[src/hdl/dnb_regs.svh]
/*
  constants for the diagnostic interrupt and beep code block.
  assumes inclusion by bare name from the design files.
*/
// Function
// - diagnostic interrupt pulse stays asserted at least 30 ms.
// - one pulse only until system reset or power-down rearms it.
// - chassis control request triggers the pulse, subject to lockout.
// - chassis control pulse logs no event.
// - front panel button triggers the pulse and logs a sensor event.
// - watchdog pre-timeout triggers pulse, no log, only if action configured.
// - beep code plays once per failure discovery, never repeats alone.
// - each digit sounds as that many beeps, digits in order.
// - no processor plays 1-5-2-1; model identifier mismatch plays 1-5-2-4.
// - power good dropout plays 1-5-4-2.
// - power good assertion timeout plays 1-5-4-4.
// - voltage regulator watchdog sensor assertion plays 1-5-1-2.
// - incompatible supply with power failure plays 1-5-1-4.
// - probe key module at init; enable advanced features only on success.
`ifndef DNB_REGS_SVH
`define DNB_REGS_SVH
`define DNB_CLK_HZ        200000000
`define DNB_NMI_MS        30
`define DNB_TICK_DIV      200000
`define DNB_BEEP_ON_T     100
`define DNB_BEEP_GAP_T    100
`define DNB_DIGIT_GAP_T   500
`define DNB_CODE_NOCPU    16'h1521
`define DNB_CODE_MODEL    16'h1524
`define DNB_CODE_PGDROP   16'h1542
`define DNB_CODE_PGTMO    16'h1544
`define DNB_CODE_VRWD     16'h1512
`define DNB_CODE_PSU      16'h1514
`define DNB_NCAUSE        6
`define DNB_PROBE_TMO     1000
`endif

[src/hdl/dnb_pkg.sv]
/*
  types shared by the block.
  assumes nothing outside.
*/
package dnb_pkg;
  typedef enum logic [2:0] {
    BP_IDLE  = 3'b000,
    BP_LOAD  = 3'b001,
    BP_ON    = 3'b010,
    BP_GAP   = 3'b011,
    BP_DGAP  = 3'b100
  } dnb_beep_t;
  typedef enum logic [1:0] {
    KP_REQ  = 2'b00,
    KP_WAIT = 2'b01,
    KP_DONE = 2'b10
  } dnb_probe_t;
endpackage

[src/hdl/dnb_beeper.sv]
/*
  beep sequencer: plays one four digit code, digits as beep groups.
  assumes a one-cycle tick enable from the management time base.
*/
`timescale 1ns/100ps
`include "dnb_regs.svh"
module dnb_beeper #(
  parameter int TW = 16
) (
  // clock and reset
  input  wire logic          clock_i,
  input  wire logic          srst_i,
  input  wire logic          tick_i,
  // timing
  input  wire logic [TW-1:0] on_t_i,
  input  wire logic [TW-1:0] gap_t_i,
  input  wire logic [TW-1:0] dgap_t_i,
  // request
  input  wire logic          start_i,
  input  wire logic [15:0]   code_i,
  // outputs
  output logic               beep_o,
  output logic               busy_o
);
  dnb_pkg::dnb_beep_t state;
  logic [15:0]   code;
  logic [1:0]    digit;
  logic [3:0]    left;
  logic [TW-1:0] cnt;
  wire           done = (cnt == '0);
  wire  [3:0]    cur  = code[15:12];
  wire  [TW-1:0] cnt_dec = cnt - TW'(1);

  always_ff @(posedge clock_i) begin
    if (srst_i) begin
      state  <= dnb_pkg::BP_IDLE;
      code   <= '0;
      digit  <= '0;
      left   <= '0;
      cnt    <= '0;
      beep_o <= 1'b0;
      busy_o <= 1'b0;
    end else begin
      case (state)
        dnb_pkg::BP_IDLE: begin
          beep_o <= 1'b0;
          busy_o <= start_i;
          if (start_i) begin
            code  <= code_i;
            digit <= '0;
            state <= dnb_pkg::BP_LOAD;
          end
        end
        dnb_pkg::BP_LOAD: begin
          left   <= cur - 4'h1;
          cnt    <= on_t_i;
          beep_o <= (cur != 4'h0);
          state  <= dnb_pkg::BP_ON;
        end
        dnb_pkg::BP_ON: if (tick_i) begin
          if (!done) begin
            cnt <= cnt_dec;
          end else begin
            beep_o <= 1'b0;
            if (left != 4'h0 && cur != 4'h0) begin
              cnt   <= gap_t_i;
              state <= dnb_pkg::BP_GAP;
            end else begin
              cnt   <= dgap_t_i;
              state <= dnb_pkg::BP_DGAP;
            end
          end
        end
        dnb_pkg::BP_GAP: if (tick_i) begin
          if (!done) begin
            cnt <= cnt_dec;
          end else begin
            left   <= left - 4'h1;
            cnt    <= on_t_i;
            beep_o <= 1'b1;
            state  <= dnb_pkg::BP_ON;
          end
        end
        dnb_pkg::BP_DGAP: if (tick_i) begin
          if (!done) begin
            cnt <= cnt_dec;
          end else if (digit == 2'd3) begin
            busy_o <= 1'b0;
            state  <= dnb_pkg::BP_IDLE;
          end else begin
            digit <= digit + 2'd1;
            code  <= {code[11:0], 4'h0};
            state <= dnb_pkg::BP_LOAD;
          end
        end
        default: state <= dnb_pkg::BP_IDLE;
      endcase
    end
  end

  property p_beep_idle;
    @(posedge clock_i) disable iff (srst_i)
      (state == dnb_pkg::BP_IDLE && !start_i) |=> !beep_o;
  endproperty
  a_beep_idle: assert property (p_beep_idle)
    else $error("beep sounded while idle");

  property p_beep_gap_silent;
    @(posedge clock_i) disable iff (srst_i)
      (state == dnb_pkg::BP_GAP || state == dnb_pkg::BP_DGAP) |-> !beep_o;
  endproperty
  a_beep_gap_silent: assert property (p_beep_gap_silent)
    else $error("beep sounded in a gap");
endmodule // dnb_beeper

[src/hdl/dnb_diag.sv]
/*
  diagnostic interrupt pulse generator, beep code trigger, event logging
  strobe and key module probe.
  assumes inputs synchronous to clock_i; request inputs are one-cycle
  pulses; failure inputs are levels whose rising edge is a discovery.
*/
`timescale 1ns/100ps
`include "dnb_regs.svh"
module dnb_diag #(
  parameter int CLK_HZ    = `DNB_CLK_HZ,
  parameter int NMI_MS    = `DNB_NMI_MS,
  parameter int TICK_DIV  = `DNB_TICK_DIV,
  parameter int PROBE_TMO = `DNB_PROBE_TMO,
  parameter int TW        = 16
) (
  // clock and reset
  input  wire logic          clock_i,
  input  wire logic          srst_i,
  // interrupt sources
  input  wire logic          chassis_req_i,
  input  wire logic          panel_button_i,
  input  wire logic          wd_pretimeout_i,
  input  wire logic          wd_action_diag_i,
  // rearm
  input  wire logic          sys_reset_i,
  input  wire logic          power_down_i,
  // failure conditions
  input  wire logic          no_cpu_i,
  input  wire logic          processor_model_identifier_bad_i,
  input  wire logic          pgood_dropout_i,
  input  wire logic          pgood_timeout_i,
  input  wire logic          voltage_regulator_wd_i,
  input  wire logic          psu_incompat_fail_i,
  // beep timing in ticks
  input  wire logic [TW-1:0] beep_on_t_i,
  input  wire logic [TW-1:0] beep_gap_t_i,
  input  wire logic [TW-1:0] digit_gap_t_i,
  // key module probe
  input  wire logic          key_ack_i,
  output logic               key_probe_o,
  output logic               advanced_en_o,
  // outputs
  output logic               nmi_o,
  output logic               panel_event_o,
  output logic               beep_o,
  output logic               beep_busy_o
);
  localparam longint NMI_CYC = longint'(CLK_HZ) / 1000 * NMI_MS;
  localparam int     NW      = $clog2(NMI_CYC + 1);
  localparam int     DW      = $clog2(TICK_DIV);
  localparam int     PW      = $clog2(PROBE_TMO + 1);
  localparam int     NC      = `DNB_NCAUSE;

  // one-shot interrupt pulse
  logic          nmi_locked;
  logic [NW-1:0] nmi_cnt;
  wire  wd_hit   = wd_pretimeout_i && wd_action_diag_i;
  wire  trig     = chassis_req_i || panel_button_i || wd_hit;
  wire  rearm    = sys_reset_i || power_down_i;
  wire  fire     = trig && !nmi_locked && !nmi_o && !rearm;
  wire  nmi_end  = nmi_o && (nmi_cnt == NW'(NMI_CYC - 1));

  always_ff @(posedge clock_i) begin
    if (srst_i) begin
      nmi_o      <= 1'b0;
      nmi_cnt    <= '0;
      nmi_locked <= 1'b0;
    end else begin
      if (fire) begin
        nmi_o   <= 1'b1;
        nmi_cnt <= '0;
      end else if (nmi_end) begin
        nmi_o <= 1'b0;
      end else if (nmi_o) begin
        nmi_cnt <= nmi_cnt + NW'(1);
      end
      if (fire) begin
        nmi_locked <= 1'b1;
      end else if (rearm && !nmi_o) begin
        nmi_locked <= 1'b0;
      end
    end
  end

  // only the panel button logs, on every press, whether or not it produced the pulse
  always_ff @(posedge clock_i) begin
    if (srst_i) begin
      panel_event_o <= 1'b0;
    end else begin
      panel_event_o <= panel_button_i;
    end
  end

  // management time base
  logic [DW-1:0] div;
  logic          tick;
  always_ff @(posedge clock_i) begin
    if (srst_i) begin
      div  <= '0;
      tick <= 1'b0;
    end else begin
      tick <= (div == DW'(TICK_DIV - 1));
      div  <= (div == DW'(TICK_DIV - 1)) ? '0 : div + DW'(1);
    end
  end

  // failure discovery: rising edges latched as pending codes
  wire  [NC-1:0] cond = {psu_incompat_fail_i, voltage_regulator_wd_i,
                         pgood_timeout_i, pgood_dropout_i,
                         processor_model_identifier_bad_i, no_cpu_i};
  logic [NC-1:0] cond_q;
  logic [NC-1:0] pend;
  logic          start;
  logic [15:0]   code;
  wire  [NC-1:0] rise = cond & ~cond_q;
  wire  [NC-1:0] take = pend & (~pend + NC'(1));

  function automatic logic [15:0] code_of(input logic [NC-1:0] one);
    logic [15:0] c;
    c = `DNB_CODE_NOCPU;
    if (one[1]) c = `DNB_CODE_MODEL;
    if (one[2]) c = `DNB_CODE_PGDROP;
    if (one[3]) c = `DNB_CODE_PGTMO;
    if (one[4]) c = `DNB_CODE_VRWD;
    if (one[5]) c = `DNB_CODE_PSU;
    return c;
  endfunction

  wire go = (pend != '0) && !beep_busy_o && !start;

  always_ff @(posedge clock_i) begin
    if (srst_i) begin
      cond_q <= '0;
      pend   <= '0;
      start  <= 1'b0;
      code   <= '0;
    end else begin
      cond_q <= cond;
      start  <= go;
      if (go) begin
        code <= code_of(take);
      end
      pend <= (pend & ~(go ? take : '0)) | rise;
    end
  end

  dnb_beeper #(.TW(TW)) u_beeper (
    .clock_i  (clock_i),
    .srst_i   (srst_i),
    .tick_i   (tick),
    .on_t_i   (beep_on_t_i),
    .gap_t_i  (beep_gap_t_i),
    .dgap_t_i (digit_gap_t_i),
    .start_i  (start),
    .code_i   (code),
    .beep_o   (beep_o),
    .busy_o   (beep_busy_o)
  );

  // key module probe at initialisation
  dnb_pkg::dnb_probe_t pst;
  logic [PW-1:0] pcnt;
  always_ff @(posedge clock_i) begin
    if (srst_i) begin
      pst           <= dnb_pkg::KP_REQ;
      pcnt          <= '0;
      key_probe_o   <= 1'b0;
      advanced_en_o <= 1'b0;
    end else begin
      case (pst)
        dnb_pkg::KP_REQ: begin
          key_probe_o <= 1'b1;
          pst         <= dnb_pkg::KP_WAIT;
        end
        dnb_pkg::KP_WAIT: begin
          pcnt <= pcnt + PW'(1);
          if (key_ack_i) begin
            advanced_en_o <= 1'b1;
            key_probe_o   <= 1'b0;
            pst           <= dnb_pkg::KP_DONE;
          end else if (pcnt == PW'(PROBE_TMO)) begin
            key_probe_o <= 1'b0;
            pst         <= dnb_pkg::KP_DONE;
          end
        end
        dnb_pkg::KP_DONE: key_probe_o <= 1'b0;
        default: pst <= dnb_pkg::KP_REQ;
      endcase
    end
  end

  property p_nmi_min;
    @(posedge clock_i) disable iff (srst_i)
      $rose(nmi_o) |-> nmi_o [*8];
  endproperty
  a_nmi_min: assert property (p_nmi_min)
    else $error("interrupt pulse too short");

  property p_nmi_len;
    @(posedge clock_i) disable iff (srst_i)
      $fell(nmi_o) |-> $past(nmi_cnt) == NW'(NMI_CYC - 1);
  endproperty
  a_nmi_len: assert property (p_nmi_len)
    else $error("interrupt pulse length wrong");

  property p_oneshot;
    @(posedge clock_i) disable iff (srst_i)
      (nmi_locked && !nmi_o && !rearm) |=> !$rose(nmi_o);
  endproperty
  a_oneshot: assert property (p_oneshot)
    else $error("second pulse without rearm");

  property p_chassis;
    @(posedge clock_i) disable iff (srst_i)
      (chassis_req_i && !nmi_locked && !nmi_o && !rearm) |=> $rose(nmi_o);
  endproperty
  a_chassis: assert property (p_chassis)
    else $error("chassis request did not pulse");

  property p_no_log;
    @(posedge clock_i) disable iff (srst_i)
      (!panel_button_i) |=> !panel_event_o;
  endproperty
  a_no_log: assert property (p_no_log)
    else $error("event logged without button");

  property p_panel;
    @(posedge clock_i) disable iff (srst_i)
      panel_button_i |=> panel_event_o;
  endproperty
  a_panel: assert property (p_panel)
    else $error("button event not logged");

  property p_wd_gate;
    @(posedge clock_i) disable iff (srst_i)
      (wd_pretimeout_i && !wd_action_diag_i && !chassis_req_i
       && !panel_button_i && !nmi_o) |=> !nmi_o;
  endproperty
  a_wd_gate: assert property (p_wd_gate)
    else $error("pulse from unconfigured pre-timeout");

  property p_adv;
    @(posedge clock_i) disable iff (srst_i)
      $rose(advanced_en_o) |-> $past(key_ack_i) && $past(key_probe_o);
  endproperty
  a_adv: assert property (p_adv)
    else $error("advanced enabled without key answer");
endmodule // dnb_diag

[config.mk]
export PLATFORM = sky130hd
export DESIGN_NAME = dnb_diag
export DESIGN_NICKNAME = d
export VERILOG_FILES = /design/src/hdl/dnb_pkg.sv /design/src/hdl/dnb_beeper.sv /design/src/hdl/dnb_diag.sv
export VERILOG_INCLUDE_DIRS = /design/src /design/src/hdl
export SDC_FILE = /design/constraint.sdc
export NUM_CORES = 1
export LEC_CHECK = 0
export ABC_CLOCK_PERIOD_IN_PS = 2780
export BUFFER_PORTS_ARGS = -buffer_cell sky130_fd_sc_hd__buf_2
export CORE_MARGIN = 1
export CORE_UTILIZATION = 45
export DETAILED_ROUTE_END_ITERATION = 12
export GPL_TIMING_DRIVEN = 0
export PLACE_DENSITY = 0.72
export SYNTH_ARGS = -nofsm -noshare
export SYNTH_HDL_FRONTEND = slang
export SYNTH_HIERARCHICAL = 1
export SYNTH_SLANG_ARGS = --single-unit
[constraint.sdc]
create_clock -name clock_i -period 2.78 [get_ports clock_i]
set_input_delay 0.417 -clock clock_i [delete_from_list [all_inputs] [get_ports clock_i]]
set_output_delay 0.417 -clock clock_i [all_outputs]
set_load 0.02 [all_outputs]
==> metrics <==
Setup crit end kind=register; Worst R2R Start=u_beeper/cnt[0]; vias per cell=5.81; Final min period=2.62 ns; sequential power share=25.9%; fmax=382 MHz; IO Port Bufs=67; max cap viols=0; number of antenna violations at the first check in global routing=0; Synth top area share=between 30 and 40%; hold path cells=2; Layout Cells excl Fill=between 1000 and 1500; routed len/inst=15.6 um; largest net degree at the start of global routing=17; multi-input logic area=3930 um2; Internal=5160 uW; final worst path period share=between 90% and 100%; Slew @ Worst Pin=approximately 0.96 ns; H-tree depth=4; FF/Latch Area=2440 um2; Hold Path End=cond_q[2]; Post-DP Area=7250 um2; Clk pwr share=approximately a quarter; number of cell rows=44; GR Overflow Total=0; critical-path cell list=inv_1, ha_1, nor2b_1, and4_1, buf_4, a21oi_1, nor3_2, a22o_1; Crit-path slowest cell=nor3_2; status=complete, no violations; GR Util All Layers=roughly 23%; first-pass GRT wire length=between 20000 and 30000 um; CP Launch Type=register; Syn Inst Count=806; hold buffers post-CTS=0; Top FF cell, synth=dfxtp_1; Root Buffer=clkbuf_16; final WL=about 17000 um; ys async rst share=0%; final count of pins violating max slew=0; Leak=approximately 0.003 uW; placed cells=around 1100; Starting Density=46.0%; Crit path buffers/inverters=2; HPWL after DPL=12000 um; Layout area overhead=18.3%; number of setup buffers added after CTS=0; n_diodes=0; Worst-path clk slew=roughly 0.06 ns; clk_lat worst skew=0.41 ns; vias in the first global route=around 5700; Mapped Area=approximately 6700 um2; nets@finish=roughly 970; CP required=~3.1 ns; relative slew slack=a little over a third; largest area contributor in the netlist=dfxtp_1; cells resized by post-CTS repair=0; FF+latch count, synth=122; yosys warns=6; hold wc startpoint=pgood_dropout_i; Antenna Violating Nets Remaining=0; Core Box Area=14500 um2; Final Instance Area=approximately 8000 um2; die height=124 um; die area=approximately 15000 um2; worst vdd ir=a little over 0.6 mV; final worst setup slack=about 0.16 ns; number of synthesized flops with an enable pin=0; r2r worst-path depth=8; Syn Area/Cell=8.27 um2; clk_skew=between 0.008 and 0.009 ns; internal reg-to-reg setup slack=between 0.15 and 0.2 ns; drt drc=0; Gate power share=~50%; routability cong.=0.897; CTS sink count=approximately 120; drt initial violations=roughly 520; Worst Hold Class=in -> reg; final setup TNS=0 ns; terminus of the critical flop-to-flop path=u_beeper/cnt[13]; Sw Pwr=roughly 4000 uW; TritonRoute pass-1 iters=5; ratio of cells with drive above 1 in the final layout=~17%; Sw Share=43.7%; setup violators final=0; fill count=about 1400; ranking of synthesized cells by area=dfxtp_1 37%, nor2_1 4.4%, nand2_1 4.2%; TritonCTS clock tree=yes; kind of critical path=reg -> reg; critical path fanouts, max=10; CP top delay family=simple AND/OR/NAND/NOR gates; CP max stage delay=0.51 ns; clk buf depth=2; via count=~6400; overall power=approximately 9200 uW; CTS buffer count=17; Cell Pwr Density=roughly 1200 nW/um2; Die W=between 100 and 150 um; RSZ-0062 raised after global routing=no; I/O pins=69; Placement Setup Slack=around 0.27 ns; post-synth cell types=between 80 and 90; register area share after synthesis=a little over a third; WP data arrival=2.97 ns; Hold Fails Final Rpt=0
## layout make-up
cell class	count	area share, %
multi-input combinational	622	49.8
clock inverter	11	2.14
buffer	48	3.06
timing repair buffer	67	4.25
inverter	20	0.952
clock buffer	21	5.84
tap	184	2.92
sequential	122	31.0
## worst register-to-register path: cells and delay by family (launching register included)
family / cells / cell delay [ns]
adder cells (fa/ha/maj): 1 / 0.23
flip-flops: 1 / 0.36
AO/OA/AOI/OAI: 2 / 0.37
buffers and inverters: 2 / 0.33
AND/OR/NAND/NOR: 3 / 1.26
## worst max-delay path by stage
| stage | startpoint | to | slack [ns] | cells past startpoint |
|---|---|---|---|---|
| 4_1_cts | u_beeper/cnt[0] | u_beeper/cnt[13] | 0.21 | 8 |
| 2_1_floorplan | u_beeper/cnt[0] | u_beeper/cnt[11] | 0.77 | 8 |
| 3_3_place_gp | u_beeper/cnt[0] | u_beeper/cnt[12] | 0.26 | 8 |
| 6_report | u_beeper/cnt[0] | u_beeper/cnt[13] | 0.16 | 8 |
| 5_1_grt | u_beeper/cnt[0] | u_beeper/cnt[3] | 0.04 | 9 |
| 3_5_place_dp | u_beeper/cnt[0] | u_beeper/cnt[12] | 0.27 | 8 |
## metrics by stage
step	util, %	hold slack, ns
global route	54.5	0.226
global placement	50.1	0.444
floorplan	-	0.432
CTS	54.5	0.215
finish	54.5	0.230
detailed placement	50.1	0.454
## cell families (layout without fill, tap and decap cells)
family | after synthesis | after routing | share of synthesized area (%)
adders and majority gates | 11 | 11 | 2.06
DFF | 122 | 122 | 36.6
xor gates and xnor gates | 36 | 36 | 4.73
buffers and inverters | 68 | 167 | 4.75
and+or+nand+nor | 358 | 358 | 28.8
AOI/OAI and AO/OA | 196 | 196 | 20.8
other | 1 | 7 | 0.0563
muxes | 14 | 14 | 2.12
## routing by layer
metal | vias up | share of wire, % | global-route usage (%)
li1 | 3171 | - | -
met1 | 2958 | 46 | 29.7
met2 | 210 | 46 | 37.2
met3 | 26 | 5.8 | 5.27
met4 | 0 | 1.8 | 9.41
met5 | - | 0 | 0
## power groups by stage
stage	combinational (uW)	clock [uW]	sequential [uW]
CTS	4370	2390	2360
finish	4450	2340	2370
floorplan	3300	0	2330
global route	4820	2470	2410
detailed placement	4330	0	2400
global placement	4290	0	2390
## synthesized netlist by cell type (3+ instances only)
cell,count
dfxtp_1,122
nor2_1,78
nand2_1,74
a21oi_1,48
nand3_1,41
o21ai_0,34
clkbuf_1,31
nand4_1,30
xor2_1,24
nor3_1,23
inv_1,20
or3_1,20
nor2b_1,14
a311oi_1,13
mux2i_1,13
xnor2_1,12
a211oi_1,11
ha_1,11
nor4_1,11
and3_1,9
nand2b_1,9
a31oi_1,8
o211ai_1,8
a21oi_2,6
and4_1,6
nand4b_1,6
o2111ai_1,6
or2_2,6
and2_1,5
buf_2,5
o21ai_2,5
o22ai_1,5
o2bb2ai_1,5
or4_1,5
a221oi_1,4
buf_1,4
buf_6,4
o31ai_1,4
o32ai_1,4
nor3b_1,3
o211a_1,3
o21ai_1,3
## flip-flops by register name, summed over array words and instances, names as in the netlist, 2 cells and up
signal          count
u_beeper/digit      2
u_beeper/left       4
pcnt               10
u_beeper/cnt       16
div                18
cond_q              6
code                7
nmi_cnt            23
u_beeper/state      3
pst                 2
pend                6
u_beeper/code      16
## cell usage in the layout (no fill, tap or decap), types with 20 or more instances in the layout
| cell | synthesis | final |
|---|---|---|
| nand4_1 | 30 | 30 |
| clkbuf_1 | 31 | 33 |
| xor2_1 | 24 | 24 |
| o21ai_0 | 34 | 34 |
| nor3_1 | 23 | 23 |
| nor2_1 | 78 | 78 |
| nand2_1 | 74 | 74 |
| nand3_1 | 41 | 41 |
| a21oi_1 | 48 | 48 |
| buf_2 | 5 | 72 |
| or3_1 | 20 | 20 |
| inv_1 | 20 | 20 |
| dfxtp_1 | 122 | 122 |
(Power assumes the default switching activity.)
